File: config.mk
export PLATFORM = sky130hd
export DESIGN_NAME = sdctl_top
export DESIGN_NICKNAME = d
export VERILOG_FILES = /design/src/sdctl_pkg.sv /design/src/sdctl_buf2.sv /design/src/sdctl_refresh.sv /design/src/sdctl_top.sv
export VERILOG_INCLUDE_DIRS = /design/src
export SDC_FILE = /design/constraint.sdc
export NUM_CORES = 1
export LEC_CHECK = 0
export ABC_AREA = 1
export CORE_MARGIN = 2
export CORE_UTILIZATION = 51
export DETAILED_ROUTE_END_ITERATION = 6
export DONT_BUFFER_PORTS = 1
export PLACE_DENSITY_LB_ADDON = 0.2
export SYNTH_ARGS = -nofsm -noshare
export SYNTH_HDL_FRONTEND = slang
export SYNTH_HIERARCHICAL = 1
export SYNTH_SLANG_ARGS = --single-unit
File: constraint.sdc
create_clock -name clk -period 4.2 [get_ports clk]
set_input_delay 0.63 -clock clk [delete_from_list [all_inputs] [get_ports clk]]
set_output_delay 0.63 -clock clk [all_outputs]
set_load 0.01 [all_outputs]
File: src/sdctl_params.svh
// constants for the sdram controller host port: fields, codes, resets
`ifndef SDCTL_PARAMS_SVH
`define SDCTL_PARAMS_SVH

// ---------------------------------------------------------------------
// host bus address fields
// ---------------------------------------------------------------------
`define SDC_SUB_HI    29
`define SDC_SUB_LO    28
`define SDC_BANK_BIT  21
`define SDC_ROW_HI    20
`define SDC_ROW_LO    10
`define SDC_COL_HI    9
`define SDC_COL_LO    2
`define SDC_CFG_HI    27

// ---------------------------------------------------------------------
// address phase sub-operation codes
// ---------------------------------------------------------------------
`define SDC_SUB_RW    2'h0
`define SDC_SUB_MRS   2'h1
`define SDC_SUB_PRE   2'h2
`define SDC_SUB_REF   2'h3

// ---------------------------------------------------------------------
// sdram command codes {cs_n, ras_n, cas_n, we_n}
// ---------------------------------------------------------------------
`define SDC_CMD_NOP   4'h7
`define SDC_CMD_READ  4'h5
`define SDC_CMD_WRITE 4'h4
`define SDC_CMD_ACT   4'h3
`define SDC_CMD_PRE   4'h2
`define SDC_CMD_REF   4'h1
`define SDC_CMD_MRS   4'h0

// ---------------------------------------------------------------------
// reset values and timing counts
// ---------------------------------------------------------------------
`define SDC_CFG_RESET 28'h70fa075
`define SDC_RD_SYNC   4'h2
`define SDC_CLK_MHZ   25

`endif

File: src/sdctl_pkg.sv
// types shared by the sdram controller host port modules
package sdctl_pkg;

  // main controller states
  typedef enum logic [3:0] {
    SDC_IDLE, SDC_PRE, SDC_CFG, SDC_MRS, SDC_REF1, SDC_REF2, SDC_REF_WAIT,
    SDC_ACT, SDC_WR_W, SDC_WR_C, SDC_WR, SDC_RD_W, SDC_RD_CS, SDC_RD_C,
    SDC_RD
  } sdctl_state_e;

  // sdram command pins, active low
  typedef struct packed {
    logic cs_n;
    logic ras_n;
    logic cas_n;
    logic we_n;
  } sdctl_cmd_s;

  // latched host address split
  typedef struct packed {
    logic [1:0]  sub;
    logic        rd;
    logic        bank;
    logic [10:0] row;
    logic [7:0]  col;
  } sdctl_addr_s;

  // controller configuration word layout
  typedef struct packed {
    logic [3:0]  ref_wait;
    logic [15:0] ref_cnt;
    logic        spare;
    logic [2:0]  burst;
    logic [1:0]  rcd;
    logic [1:0]  cas;
  } sdctl_cfg_s;

endpackage

File: src/sdctl_buf2.sv
// two-entry valid/ready buffer for write data
`timescale 1ns/1ns
module sdctl_buf2 #(
  parameter int W = 32
) (
  input  wire logic         clk,
  input  wire logic         rst,
  input  wire logic         in_valid,
  input  wire logic [W-1:0] in_data,
  output logic              in_ready,
  output logic              out_valid,
  output logic [W-1:0]      out_data,
  input  wire logic         out_ready
);
  logic [W-1:0] mem_q [2];
  logic         wr_ptr_q;
  logic         rd_ptr_q;
  logic [1:0]   cnt_q;
  logic         push;
  logic         pop;

  // honest full and empty
  assign in_ready  = (cnt_q != 2'h2);
  assign out_valid = (cnt_q != 2'h0);
  assign out_data  = mem_q[rd_ptr_q];
  assign push      = in_valid && in_ready;
  assign pop       = out_valid && out_ready;

  // storage, written by index
  always_ff @(posedge clk) begin
    if (push) begin
      mem_q[wr_ptr_q] <= in_data;
    end
  end

  // pointers and fill count
  always_ff @(posedge clk) begin
    if (rst) begin
      wr_ptr_q <= 1'b0;
      rd_ptr_q <= 1'b0;
      cnt_q    <= 2'h0;
    end else begin
      wr_ptr_q <= wr_ptr_q ^ push;
      rd_ptr_q <= rd_ptr_q ^ pop;
      cnt_q    <= cnt_q + {1'b0, push} - {1'b0, pop};
    end
  end
endmodule // sdctl_buf2

File: src/sdctl_refresh.sv
// refresh interval counter with sticky request
`timescale 1ns/1ns
module sdctl_refresh (
  input  wire logic        clk,
  input  wire logic        rst,
  input  wire logic [15:0] load_val,
  input  wire logic        clr,
  output logic             req
);
  logic [15:0] count_q;
  logic        req_q;
  logic        expire;

  assign expire = (count_q == 16'h0000);
  assign req    = req_q;

  // reload on clear or expiry, else count down
  always_ff @(posedge clk) begin
    if (rst || clr || expire) begin
      count_q <= rst ? 16'hffff : load_val;
    end else begin
      count_q <= count_q - 16'h0001;
    end
  end

  // expiry sets the request, set wins over clear
  always_ff @(posedge clk) begin
    if (rst) begin
      req_q <= 1'b0;
    end else if (expire) begin
      req_q <= 1'b1;
    end else if (clr) begin
      req_q <= 1'b0;
    end
  end
endmodule // sdctl_refresh

File: src/sdctl_top.sv
// sdram controller: host ddr port, command fsm, sdram side
`timescale 1ns/1ns
// What this block does
// - phase and direction select four host operations
// - bits 29:28 pick access, mode, precharge, refresh
// - precharge also loads the config word
// - mode value from bits 20:10 drives sdram address
// - latch bank, row, column from address phase
// - row with activate, column with bit ten high
// - capture write words on doubled clock, read words on each clk cycle of the data state once the latency timer reaches zero
// - work at twice the host clock rate
// - config cas code is latency minus one
// - config burst code ends each burst
// - config delay counts activate-to-column waits
// - refresh counter expiry issues auto refresh
// - wait refresh period before next command
// - start idle, branch by decoded host command
// - two refresh states set then drop clear
// - write: activate, wait, command, data states
// - read: activate, wait, delay, command, data
// - phase high means data, low means address
// - column command only after row delay
`include "sdctl_params.svh"
module sdctl_top
  import sdctl_pkg::*;
(
  input  wire logic        clk,
  input  wire logic        rst,
  input  wire logic        host_clk,
  input  wire logic [31:0] host_ad_i,
  output logic      [31:0] host_ad_o,
  output logic             host_ad_oe,
  input  wire logic        host_phase_select,
  input  wire logic        host_direction_select,
  output logic             host_busy,
  output logic             host_stall,
  output logic             doubled_internal_clock,
  input  wire logic [31:0] sd_dq_i,
  output logic      [31:0] sd_dq_o,
  output logic             sd_dq_oe,
  output sdctl_cmd_s       sd_cmd,
  output logic      [10:0] sd_addr,
  output logic             sd_ba,
  output logic             sd_cke,
  output logic      [3:0]  sd_dqm
);

  // -------------------------------------------------------------------
  // helpers
  // -------------------------------------------------------------------
  function automatic logic burst_done(input logic [2:0] cnt,
                                      input logic [2:0] code);
    burst_done = (cnt == code);
  endfunction

  // -------------------------------------------------------------------
  // pin synchronisers
  // -------------------------------------------------------------------
  logic [31:0] ad_s1_q;
  logic [31:0] ad_s2_q;
  logic [31:0] dq_s1_q;
  logic [31:0] dq_s2_q;
  logic        ph_s1_q;
  logic        ph_s2_q;
  logic        dir_s1_q;
  logic        dir_s2_q;
  logic        hclk_s1_q;
  logic        hclk_s2_q;
  logic        hclk_s3_q;

  // two flops on every pin input, three on host_clk
  always_ff @(posedge clk) begin
    ad_s1_q   <= host_ad_i;
    ad_s2_q   <= ad_s1_q;
    dq_s1_q   <= sd_dq_i;
    dq_s2_q   <= dq_s1_q;
    ph_s1_q   <= host_phase_select;
    ph_s2_q   <= ph_s1_q;
    dir_s1_q  <= host_direction_select;
    dir_s2_q  <= dir_s1_q;
    hclk_s1_q <= host_clk;
    hclk_s2_q <= hclk_s1_q;
    hclk_s3_q <= hclk_s2_q;
  end

  // -------------------------------------------------------------------
  // host command decode
  // -------------------------------------------------------------------
  sdctl_state_e state_q;
  sdctl_state_e state_d;
  sdctl_addr_s  addr_q;
  logic [27:0]  cfg_q;
  sdctl_cfg_s   cfg;
  logic [3:0]   timer_q;
  logic [3:0]   timer_d;
  logic [2:0]   wcnt_q;
  logic [2:0]   wcnt_d;
  logic         host_edge;
  logic         op_addr;
  logic         op_data_wr;
  logic         addr_take;
  logic         cfg_take;
  logic [1:0]   sub_in;
  logic         ref_req;
  logic         ref_clr;
  logic         timer_zero;
  logic [3:0]   rd_lat;

  // both host edges give one word each: doubled rate
  assign host_edge  = hclk_s2_q ^ hclk_s3_q;
  assign op_addr    = !ph_s2_q;
  assign op_data_wr = ph_s2_q && dir_s2_q;
  assign sub_in     = ad_s2_q[`SDC_SUB_HI:`SDC_SUB_LO];
  assign addr_take  = (state_q == SDC_IDLE) && host_edge && op_addr;
  assign cfg_take   = (state_q == SDC_CFG) && host_edge && op_data_wr;
  assign cfg        = sdctl_cfg_s'(cfg_q);
  assign timer_zero = (timer_q == 4'h0);
  assign rd_lat     = {2'b00, cfg.cas} + 4'h1 + `SDC_RD_SYNC;

  // -------------------------------------------------------------------
  // write data buffer
  // -------------------------------------------------------------------
  logic        wr_phase;
  logic        buf_in_valid;
  logic        buf_in_ready;
  logic        buf_out_valid;
  logic        buf_out_ready;
  logic [31:0] buf_out_data;
  logic        wr_word;
  logic        rd_word;

  // words taken on each host edge while a write runs
  assign wr_phase      = (state_q == SDC_ACT) || (state_q == SDC_WR_W) ||
                         (state_q == SDC_WR_C) || (state_q == SDC_WR);
  assign buf_in_valid  = wr_phase && host_edge && op_data_wr;
  assign buf_out_ready = (state_q == SDC_WR_C) || (state_q == SDC_WR);
  assign wr_word       = buf_out_ready && buf_out_valid;
  assign rd_word       = (state_q == SDC_RD) && timer_zero;

  sdctl_buf2 #(
    .W (32)
  ) u_wbuf (
    .clk       (clk),
    .rst       (rst),
    .in_valid  (buf_in_valid),
    .in_data   (ad_s2_q),
    .in_ready  (buf_in_ready),
    .out_valid (buf_out_valid),
    .out_data  (buf_out_data),
    .out_ready (buf_out_ready)
  );

  // -------------------------------------------------------------------
  // refresh counter
  // -------------------------------------------------------------------
  assign ref_clr = (state_q == SDC_REF1);

  sdctl_refresh u_ref (
    .clk      (clk),
    .rst      (rst),
    .load_val (cfg.ref_cnt),
    .clr      (ref_clr),
    .req      (ref_req)
  );

  // -------------------------------------------------------------------
  // state machine
  // -------------------------------------------------------------------
  // next state
  always_comb begin
    state_d = state_q;
    case (state_q)
      SDC_IDLE: begin
        if (ref_req) begin
          state_d = SDC_REF1;
        end else if (addr_take) begin
          case (sub_in)
            `SDC_SUB_PRE: state_d = SDC_PRE;
            `SDC_SUB_MRS: state_d = SDC_MRS;
            `SDC_SUB_REF: state_d = SDC_REF1;
            default:      state_d = SDC_ACT;
          endcase
        end
      end
      SDC_PRE:      state_d = SDC_CFG;
      SDC_CFG:      if (cfg_take) state_d = SDC_IDLE;
      SDC_MRS:      state_d = SDC_IDLE;
      SDC_REF1:     state_d = SDC_REF2;
      SDC_REF2:     state_d = SDC_REF_WAIT;
      SDC_REF_WAIT: if (timer_zero) state_d = SDC_IDLE;
      SDC_ACT:      state_d = addr_q.rd ? SDC_RD_W : SDC_WR_W;
      SDC_WR_W:     if (timer_zero) state_d = SDC_WR_C;
      SDC_WR_C: begin
        if (buf_out_valid) begin
          state_d = burst_done(wcnt_q, cfg.burst) ? SDC_IDLE : SDC_WR;
        end
      end
      SDC_WR: begin
        if (wr_word && burst_done(wcnt_q, cfg.burst)) begin
          state_d = SDC_IDLE;
        end
      end
      SDC_RD_W:     if (timer_zero) state_d = SDC_RD_CS;
      SDC_RD_CS:    state_d = SDC_RD_C;
      SDC_RD_C:     state_d = SDC_RD;
      SDC_RD: begin
        if (rd_word && burst_done(wcnt_q, cfg.burst)) begin
          state_d = SDC_IDLE;
        end
      end
      default:      state_d = SDC_IDLE;
    endcase
  end

  // wait timer: row delay, refresh period, read latency
  assign timer_d = (state_q == SDC_ACT)  ? {2'b00, cfg.rcd} :
                   (state_q == SDC_REF2) ? cfg.ref_wait :
                   (state_q == SDC_RD_C) ? rd_lat :
                   timer_zero ? timer_q : timer_q - 4'h1;

  // burst word counter
  assign wcnt_d = (state_q == SDC_IDLE) ? 3'h0 :
                  (wr_word || rd_word) ? wcnt_q + 3'h1 : wcnt_q;

  // state, timer, counter
  always_ff @(posedge clk) begin
    if (rst) begin
      state_q <= SDC_IDLE;
      timer_q <= 4'h0;
      wcnt_q  <= 3'h0;
    end else begin
      state_q <= state_d;
      timer_q <= timer_d;
      wcnt_q  <= wcnt_d;
    end
  end

  // address latch and configuration word
  always_ff @(posedge clk) begin
    if (rst) begin
      addr_q <= '0;
      cfg_q  <= `SDC_CFG_RESET;
    end else begin
      if (addr_take) begin
        addr_q.sub  <= sub_in;
        addr_q.rd   <= !dir_s2_q;
        addr_q.bank <= ad_s2_q[`SDC_BANK_BIT];
        addr_q.row  <= ad_s2_q[`SDC_ROW_HI:`SDC_ROW_LO];
        addr_q.col  <= ad_s2_q[`SDC_COL_HI:`SDC_COL_LO];
      end
      if (cfg_take) begin
        cfg_q <= ad_s2_q[`SDC_CFG_HI:0];
      end
    end
  end

  // -------------------------------------------------------------------
  // sdram command and address outputs
  // -------------------------------------------------------------------
  logic [3:0]  cmd_d;
  logic [10:0] addr_d;
  logic [10:0] col_addr;
  logic        col_cmd;

  // column address with auto precharge bit forced high
  assign col_addr = {1'b1, 2'b00, addr_q.col};
  assign col_cmd  = (state_q == SDC_RD_C) ||
                    ((state_q == SDC_WR_C) && buf_out_valid);
  assign cmd_d    = (state_q == SDC_ACT)  ? `SDC_CMD_ACT :
                    (state_q == SDC_RD_C) ? `SDC_CMD_READ :
                    col_cmd               ? `SDC_CMD_WRITE :
                    (state_q == SDC_PRE)  ? `SDC_CMD_PRE :
                    (state_q == SDC_MRS)  ? `SDC_CMD_MRS :
                    (state_q == SDC_REF1) ? `SDC_CMD_REF : `SDC_CMD_NOP;
  assign addr_d   = col_cmd ? col_addr :
                    (state_q == SDC_PRE) ? 11'h400 :     // all banks
                    addr_q.row;

  // registered sdram pins
  always_ff @(posedge clk) begin
    if (rst) begin
      sd_cmd   <= sdctl_cmd_s'(`SDC_CMD_NOP);
      sd_addr  <= 11'h000;
      sd_ba    <= 1'b0;
      sd_cke   <= 1'b1;
      sd_dqm   <= 4'h0;
      sd_dq_o  <= 32'h00000000;
      sd_dq_oe <= 1'b0;
    end else begin
      sd_cmd   <= sdctl_cmd_s'(cmd_d);
      sd_addr  <= addr_d;
      sd_ba    <= addr_q.bank;
      sd_cke   <= 1'b1;
      sd_dqm   <= 4'h0;
      sd_dq_o  <= buf_out_data;
      sd_dq_oe <= wr_word;
    end
  end

  // -------------------------------------------------------------------
  // host side outputs
  // -------------------------------------------------------------------
  // read words go to the host bus, which we own meanwhile
  always_ff @(posedge clk) begin
    if (rst) begin
      host_ad_o              <= 32'h00000000;
      host_ad_oe             <= 1'b0;
      host_busy              <= 1'b0;
      host_stall             <= 1'b0;
      doubled_internal_clock <= 1'b0;
    end else begin
      if (rd_word) begin
        host_ad_o <= dq_s2_q;
      end
      host_ad_oe <= (state_d == SDC_RD_C) || (state_d == SDC_RD) ||
                    rd_word; // keep bus while last word stands
      host_busy  <= (state_d != SDC_IDLE);
      host_stall <= !buf_in_ready;
      doubled_internal_clock <= host_edge;
    end
  end

endmodule // sdctl_top

==> results of run 1 <==
==> logic make-up after synthesis <==
group | after synthesis | synth area share
adders and majority gates | 9 | 0.00964
other | 2 | 0.000643
buffers and inverters | 163 | 0.0600
AOI/OAI and AO/OA | 143 | 0.0686
and+or+nand+nor | 492 | 0.178
xor gates and xnor gates | 8 | 0.00600
DFF | 363 | 0.677
==> power by group <==
group / internal [uW] / switching (uW)
combinational: 259 / 478
sequential: 3790 / 166
clock: 2040 / 1310
total: 6090 / 1950
==> metrics by stage <==
| stage | std cells | setup slack, ns | area (um^2) | hold slack [ns] |
|---|---|---|---|---|
| floorplan | 1184 | 1.33 | 11700 | 0.310 |
| global placement | 1429 | 1.80 | 11800 | 0.310 |
| detailed placement | 1429 | 1.74 | 11800 | 0.312 |
| CTS | 1496 | 1.69 | 13100 | 0.104 |
| global route | 1497 | 1.57 | 13100 | 0.102 |
| finish | 1497 | 1.75 | 13100 | 0.125 |
==> synth_stat cells (6+ instances only) <==
cell type and n:
a21oi_1 29, buf_2 14, buf_4 11, clkbuf_1 16, dfxtp_1 299, edfxtp_1 64, ha_1 9, inv_1 102
inv_2 16, nand2_1 240, nand2_2 11, nand3_1 23, nand4_1 7, nor2_1 180, nor2_2 8, nor2_4 6
o21ai_0 72, o21ai_1 16, o32ai_1 7
==> state kept, by name, summed over array words and instances, names as in the netlist, 2 cells and up <==
| name | cells |
|---|---|
| u_wbuf/cnt_q | 2 |
| sd_addr | 11 |
| sd_dq_o | 32 |
| ad_s1_q | 32 |
| u_wbuf/mem_q | 64 |
| u_ref/count_q | 16 |
| wcnt_q | 3 |
| sd_cmd | 3 |
| host_ad_o | 32 |
| state_q | 4 |
| dq_s1_q | 32 |
| ad_s2_q | 32 |
| timer_q | 4 |
| cfg | 27 |
| dq_s2_q | 32 |
| addr_q | 21 |
==> worst paths after layout <==
check / from / to
max reg2reg: state_q[0] / u_wbuf/mem_q[1][25]
min: host_ad_i[18] / ad_s1_q[18]
min reg2reg: ad_s1_q[11] / ad_s2_q[11]
max: state_q[0] / u_wbuf/mem_q[1][25]
==> per-layer routing <==
layer / part of all wire / vias to the layer above
met4: 0.025 / 0
met2: 0.48 / 150
met1: 0.45 / 3414
met5: 0 / -
met3: 0.050 / 39
li1: - / 3737
==> critical path, delay by kind of cell (launching register included) <==
kind | cells | cell delay [ns]
simple gates | 5 | 1.35
flops | 1 | 0.40
compound gates | 1 | 0.25
==> layout make-up <==
type,instances,area (um^2)
clock inverters,12,154
diodes,1,2.50
multi-input cells,658,3090
well taps,285,357
fillers,1950,9430
inverters,118,443
clock buffers,55,1150
repair buffers,5,37.5
flip-flops and latches,363,7910
==> placed cells by master, fill, tap and decap left out, types with 5 or more instances in the layout <==
cell type  instances
nor2_4             7
xor2_1             5
nand2_2           11
inv_2             17
clkbuf_16         41
o21ai_0           72
conb_1             6
nand2_1          240
edfxtp_1          64
nand3b_1           5
nand4_1            7
dfxtp_1          299
nand3_1           23
clkbuf_1           7
nor2_2             8
o32ai_1            7
nor2_1           179
o21ai_1           16
inv_1            101
clkbuf_8           7
a21oi_1           29
buf_4              5
ha_1               9
==> flow_metrics.tcl, run 1 <==
set metrics [dict create \
    outcome "complete, no violations" \
    irDropWorstVdd_uv 395 \
    maxSlewHeadroom 0.328 \
    placement.io_buffers 0 \
    die-width_um 155 \
    worst-r2r-setup-slack_ns 1.75 \
    drt_pass1_iterations 5 \
    die_h_um 155 \
    worst-endpoint-required_ns 4.32 \
    yosys-top-cells-area "dfxtp_1 51%, edfxtp_1 16%, nand2_1 7.7%, nor2_1 5.8%, inv_1 3.3%" \
    timing.critical_path.slowest_stage_cell "nor2_4" \
    vias 7340 \
    hold_violations 0 \
    vias_per_cell 4.90 \
    synth.distinct_cells 39 \
    p_per_area_nw_per_um2 612 \
    number_of_buffers_created_by_cts 37 \
    fin_setup_tns_ns 0 \
    floorplan.core_area_um2 22600 \
    timing.fmax_mhz 408 \
    yosysWarnings 6 \
    globalRoute.totalOverflow 0 \
    drc_markers 0 \
    cellLeakagePower_uw 0.00560 \
    layout_cells_sized_above_1 0.0991 \
    grt.busiest_layer "met2" \
    crit_type "flop to flop" \
    cts-hold-fix-buffers 0 \
    global_route.usage.total 0.187 \
    max_slew.worst_pin.slew_ns 1.00 \
    setup_repair_after_global_routing_missed_its_margin "no" \
    cts_root_buffer "clkbuf_16" \
    ff_to_ff_path_depth 6 \
    worst_skew_pair.late_latency_ns 0.53 \
    netlist_instances 1180 \
    initial_util 0.517 \
    tmin_final_ns 2.45 \
    crit_chain "nand2_1 -> nor2_2 -> nor2_1 -> a31oi_1 -> nand2_4 -> nor2_4" \
    fin_worst_skew_ns 0.0301 \
    antenna_violations_before_repair 1 \
    syn-cell-area_um2 11700 \
    worstPathArrival_ns 2.58 \
    timing.hold.worst_path_depth 0 \
    finish.net_count 1261 \
    max_stage_delay_ns 0.75 \
    dp.final_hpwl_um 14600 \
    synth_edf_count 64 \
    global_route.usage.met1 0.243 \
    gp_congestion 0.849 \
    ys_ff_latch 363 \
    syn_to_final_growth_pct 12.5 \
    postCtsSetupRepairBufs 0 \
    io_pins 159 \
    drv_cap 0 \
    drt_wl_total_um 22500 \
    largest_net_degree_at_the_start_of_global_routing 74 \
    cts.sinks 363 \
    fp.dieArea_um2 24100 \
    fin_crit_sh 0.584 \
    setup.worst_path.end_class "flop" \
    crit_path_max_fo 32 \
    yosys_most_used_dff "dfxtp_1" \
    avgSynthCellArea_um2 9.90 \
    clock_tree_from_tritoncts "done" \
    grt_util_met2 0.309 \
    synth-seq-area-share 0.677 \
    hold_path.class "input pin to flop" \
    report.power.total_uw 8040 \
    avgRoutedWirePerCell_um 15.0 \
    clock_tree.buffer_depth 3 \
    dr.first_iter.drc_count 445 \
    cts-htree-levels 2 \
    critical_path.startpoint_type "flop" \
    clk_pin_slew_worst_paths_ns 0.06 \
    postCtsResizedCells 0 \
    drv_slew 0 \
    grt_first_pass_wirelength_um 35800 \
    synth_area_leader_cell "dfxtp_1" \
    synth_top_cell_area_share 0.513 \
    final-setup-viol-count 0 \
    synth_async_sr_flop_share 0 \
    met3_usage 0.0421 \
    antenna_left 0 \
    floorplan.rows 55 \
    post-route-util 0.582 \
    first_global_vias 6970 \
]
No activity file was read; power rests on OpenSTA's default activity.
==> run 2: changes to the inputs <==
==> constraint.sdc (replaced) <==
create_clock -name clk -period 2.1 [get_ports clk]
set_input_delay 0.315 -clock clk [delete_from_list [all_inputs] [get_ports clk]]
set_output_delay 0.315 -clock clk [all_outputs]
set_load 0.01 [all_outputs]
==> flow_metrics.tcl, run 2 (synthesized netlist as in run 1, its figures left out) <==
set metrics [dict create \
    timing.fmax_mhz 491 \
    placement.io_buffers 0 \
    timing.critical_path.slowest_stage_cell "dfxtp_1" \
    hold_path.class "input pin to flop" \
    worst_skew_pair.late_latency_ns 0.51 \
    floorplan.core_area_um2 22600 \
    fin_setup_tns_ns 0 \
    number_of_buffers_created_by_cts 37 \
    clk_pin_slew_worst_paths_ns 0.06 \
    cts.sinks 363 \
    critical_path.startpoint_type "flop" \
    global_route.usage.total 0.198 \
    path_buf_inv 3 \
    final-setup-viol-count 0 \
    worstPathArrival_ns 2.48 \
    fin_worst_skew_ns 0.0222 \
    max_stage_delay_ns 0.35 \
    clock_tree.buffer_depth 3 \
    irDropWorstVdd_uv 990 \
    globalRoute.totalOverflow 0 \
    max_slew.worst_pin.slew_ns 0.638 \
    crit_chain "inv_2 -> nand2_2 -> inv_1 -> nand3_1 -> a31oi_2 -> nand2_4 -> xnor2_1 -> ha_1 -> inv_1 -> nand2_1 -> nand2_1 -> nand3_2 -> nand2_1 -> nor2_1" \
    largest_net_degree_at_the_start_of_global_routing 64 \
    drt_pass1_iterations 4 \
    layout_cells_sized_above_1 0.103 \
    worst-endpoint-required_ns 2.54 \
    syn_to_final_growth_pct 20.1 \
    leading_cell_types_in_the_layout_fill_and_taps_excluded "299 x dfxtp_1, 240 x nand2_1, 179 x nor2_1" \
    hold_violations 0 \
    num_antenna_cells 0 \
    floorplan.rows 55 \
    vias_per_cell 4.87 \
    fp.dieArea_um2 24100 \
    cp_common_cell "nand2_1" \
    maxSlewHeadroom 0.574 \
    crit_type "flop to flop" \
    largest_register "u_wbuf/mem_q" \
    cts-htree-levels 2 \
    cts_root_buffer "clkbuf_16" \
    fin_crit_sh 0.970 \
    clock_tree_from_tritoncts "done" \
    setup.worst_path.end_class "flop" \
    drv_cap 0 \
    p_per_area_nw_per_um2 1170 \
    flip_flop_count_of_the_largest_register_all_copies_and_words_added 64 \
    die-width_um 155 \
    die_h_um 155 \
    initial_util 0.517 \
    io_pins 159 \
    grt_first_pass_wirelength_um 38100 \
    post_route_hold_slack_ns 0.0137 \
    outcome "complete, no violations" \
    cellLeakagePower_uw 0.00598 \
    finish.net_count 1340 \
    antenna_left 0 \
    dp_worst_setup_slack_ns 0.0543 \
    antenna_violations_before_repair 0 \
    vias 7666 \
    crit_path_max_fo 5 \
    critical_path.top_delay_family "simple AND/OR/NAND/NOR gates" \
    fillerInstances 1823 \
    dr.first_iter.drc_count 464 \
    tmin_final_ns 2.04 \
    worst-r2r-setup-slack_ns 0.06 \
    avgRoutedWirePerCell_um 15.2 \
    drv_slew 0 \
    gp_congestion 0.843 \
    dp.final_hpwl_um 14900 \
    drt_wl_total_um 23900 \
    postLayoutSetupSlackWorst_ns 0.0639 \
    drc_markers 0 \
    mostFrequentLayoutCell "dfxtp_1" \
    first_global_vias 7549 \
]
[run 2: changes by cell type in the layout (fill, tap and decap cells not counted), sizes merged]
cell         delta
buf             +9
bufinv          +1
clkbuf          -4
clkinv          -1
diode           -1
dlygate4sd3    +70
inv             +2
[run 2: layout make-up]
class                           count  area (um^2)  share of cell area
Clock buffer                       51         1140              0.0816
Clock inverter                     14          164              0.0117
Inverter                          118          443              0.0316
Multi-Input combinational cell    658         3110               0.222
Sequential cell                   363         7910               0.564
Tap cell                          285          357              0.0254
Timing Repair Buffer               84          901              0.0642
[run 2: metal layers]
metal	vias to the layer above	global-route usage	wire length, um
li1	3891	-	-
met1	3531	0.244	10100
met2	202	0.349	11900
met3	42	0.0440	1350
met4	0	0.0572	527
met5	-	0	0
[run 2: final timing paths]
kind	from	endpoint	cells past startpoint
setup reg to reg	state_q[0]	u_wbuf/cnt_q[1]	14
hold / removal	rst	u_ref/count_q[11]	2
setup / recovery	state_q[0]	u_wbuf/cnt_q[1]	14
hold reg to reg	ad_s1_q[15]	ad_s2_q[15]	0
[run 2: through the flow]
step	instance area [um^2]	total power [uW]	utilization	std cells
2_1_floorplan	11700	9190	-	1184
3_3_place_gp	12000	9540	0.531	1437
3_5_place_dp	12000	9570	0.531	1437
4_1_cts	14000	16500	0.620	1572
5_1_grt	14000	17100	0.621	1573
6_report	14000	16400	0.621	1573
[run 2: report_power, final]
| group | total [uW] | internal (uW) | switching (uW) | leakage [uW] |
|---|---|---|---|---|
| clock network | 6820 | 4200 | 2610 | 0.000655 |
| registers | 7900 | 7570 | 328 | 0.00306 |
| logic | 1670 | 639 | 1040 | 0.00227 |
[run 2: timing repair]
action                                  4_1_cts  5_1_grt
endpoints found under the hold margin       130        1
setup buffers                                 0        0
hold buffers                                 70        1
endpoints found under the setup margin        0       33
gates resized for setup                       0        2
==> run 3: changes to the inputs <==
--- a/config.mk
+++ b/config.mk
@@ -7,10 +7,12 @@
 export NUM_CORES = 1
 export LEC_CHECK = 0
 export ABC_AREA = 1
+export CORE_ASPECT_RATIO = 0.8
 export CORE_MARGIN = 2
 export CORE_UTILIZATION = 51
 export DETAILED_ROUTE_END_ITERATION = 6
 export DONT_BUFFER_PORTS = 1
+export HOLD_SLACK_MARGIN = 0.1
 export PLACE_DENSITY_LB_ADDON = 0.2
 export SYNTH_ARGS = -nofsm -noshare
 export SYNTH_HDL_FRONTEND = slang
==> flow_metrics.tcl, run 3 (synthesized netlist as in run 1, its figures left out) <==
set metrics [dict create \
    globalRoute.totalOverflow 0 \
    worst_skew_pair.late_latency_ns 0.52 \
    fin_worst_skew_ns 0.0219 \
    mostFrequentLayoutCell "dfxtp_1" \
    dr.first_iter.drc_count 550 \
    crit_path_max_fo 6 \
    internal_power_uw 11900 \
    grt_first_pass_wirelength_um 37800 \
    hold_path.class "input pin to flop" \
    seq_area_um2 7910 \
    cp_common_cell "nand2_1" \
    clk_pin_slew_worst_paths_ns 0.06 \
    critical_path.startpoint_type "flop" \
    p_switching_uw 3850 \
    floorplan.rows 49 \
    worst-r2r-setup-slack_ns 0.19 \
    cts-htree-levels 2 \
    drv_cap 0 \
    floorplan.core_area_um2 22500 \
    irDropWorstVdd_uv 815 \
    die_h_um 139 \
    postCtsSetupRepairBufs 0 \
    p_per_area_nw_per_um2 1130 \
    drt_pass1_iterations 5 \
    outcome "complete, no violations" \
    cts_root_buffer "clkbuf_16" \
    sw_frac_of_total 0.244 \
    global_route.usage.total 0.196 \
    seqPwrFrac 0.500 \
    pwr-share-comb 0.104 \
    crit_chain "inv_2 -> nand2_1 -> nor2_2 -> inv_2 -> a31oi_4 -> nand2_4 -> xnor2_1 -> ha_1 -> inv_1 -> nand2_1 -> nand2_1 -> nand3_2 -> nand2_1 -> nor2_1" \
    layout_cells_sized_above_1 0.106 \
    timing.critical_path.slowest_stage_cell "dfxtp_1" \
    dpl.cell_count 1462 \
    largest_register "u_wbuf/mem_q" \
    clock_tree_from_tritoncts "done" \
    leading_cell_types_in_the_layout_fill_and_taps_excluded "297 x dfxtp_1, 240 x nand2_1, 178 x nor2_1" \
    clkPwrFrac 0.396 \
    first_global_vias 7352 \
    dp_worst_setup_slack_ns 0.0846 \
    io_pins 159 \
    setup.worst_path.end_class "flop" \
    timing.fmax_mhz 523 \
    placement.io_buffers 0 \
    number_of_buffers_created_by_cts 35 \
    footprint_of_the_multi_input_gates_um2 3120 \
    cellLeakagePower_uw 0.00591 \
    fp.dieArea_um2 24100 \
    vias 7537 \
    tmin_final_ns 1.91 \
    worst-endpoint-required_ns 2.50 \
    ff_to_ff_path_depth 14 \
    setup_repair_after_global_routing_missed_its_margin "no" \
    worstPathArrival_ns 2.31 \
    hold-path-endpoint "addr_q[12]" \
    flip_flop_count_of_the_largest_register_all_copies_and_words_added 64 \
    fin_crit_sh 0.910 \
    fin_setup_tns_ns 0 \
    antenna_left 0 \
    timing.hold.worst_path_depth 3 \
    antenna_violations_before_repair 0 \
    drc_markers 0 \
    syn_to_final_growth_pct 19.3 \
    drv_slew 0 \
    postLayoutSetupSlackWorst_ns 0.189 \
    regToRegEndpoint "u_wbuf/cnt_q[1]" \
    finish.net_count 1339 \
    post_route_hold_slack_ns 0.140 \
    max_stage_delay_ns 0.34 \
    die-width_um 173 \
    fillerInstances 1860 \
    gp_congestion 0.869 \
    largest_net_degree_at_the_start_of_global_routing 72 \
    cts.sinks 363 \
    vias_per_cell 4.73 \
    avgRoutedWirePerCell_um 14.6 \
    initial_util 0.519 \
    hold_path_startpoint "rst" \
    clock_tree.buffer_depth 3 \
    worst_r2r_startpoint "state_q[2]" \
    crit_type "flop to flop" \
    dp.final_hpwl_um 15000 \
    num_antenna_cells 0 \
    drt_wl_total_um 23300 \
    hold_violations 0 \
    final_cells 1594 \
    final-setup-viol-count 0 \
]
==> run 3: how the worst max path moves through the flow <==
stage                    start                 end  slack, ns  depth (start not counted)
finish              state_q[2]     u_wbuf/cnt_q[1]       0.19                         14
floorplan           state_q[0]  u_wbuf/mem_q[0][0]       0.04                          7
CTS                 state_q[0]     u_wbuf/cnt_q[1]       0.06                         14
global placement    state_q[3]  u_wbuf/mem_q[0][7]       0.13                          8
detailed placement  state_q[2]     u_wbuf/cnt_q[1]       0.08                         14
global route        state_q[2]     u_wbuf/cnt_q[1]       0.01                         14
==> run 3: power groups by stage <==
stage               logic [uW]  registers (uW)  clock network (uW)
detailed placement        1510            8040                   0
finish                    1640            7890                6240
floorplan                 1240            7950                   0
global route              1900            7950                6690
CTS                       1640            7890                6390
global placement          1500            8030                   0
==> run 3: what timing repair did <==
item	in CTS	in global routing
hold buffers	68	0
endpoints found under the hold margin	142	0
gates resized for setup	0	6
endpoints found under the setup margin	0	33
==> run 3: final cells by class <==
| class | count | share of cell area |
|---|---|---|
| Inverter | 118 | 0.0318 |
| Clock inverter | 10 | 0.00683 |
| Multi-Input combinational cell | 658 | 0.224 |
| Clock buffer | 54 | 0.0783 |
| Sequential cell | 363 | 0.568 |
| Tap cell | 306 | 0.0275 |
| Timing Repair Buffer | 85 | 0.0638 |
==> run 3: through the flow <==
step	utilization	total power [uW]	area (um^2)
after floorplan	-	9190	11700
after global routing	0.619	16500	13900
after CTS	0.618	15900	13900
after detailed placement	0.534	9540	12000
final	0.619	15800	13900
after global placement	0.534	9530	12000
==> run 3: routing by layer <==
layer | vias to the layer above | share of wire | GRT usage
met5 | - | 0 | 0
met4 | 0 | 0.016 | 0.0517
met3 | 32 | 0.057 | 0.0451
met2 | 189 | 0.45 | 0.308
met1 | 3425 | 0.48 | 0.274
li1 | 3891 | - | -
==> run 3: critical path: cells and delay by family, from the launching register on <==
kind                       cells  cell delay, ns
buffers and inverters          3            0.24
AOI/OAI and AO/OA              1            0.20
xor gates and xnor gates       1            0.14
adders and majority gates      1            0.19
DFF                            1            0.34
and+or+nand+nor                8            0.68
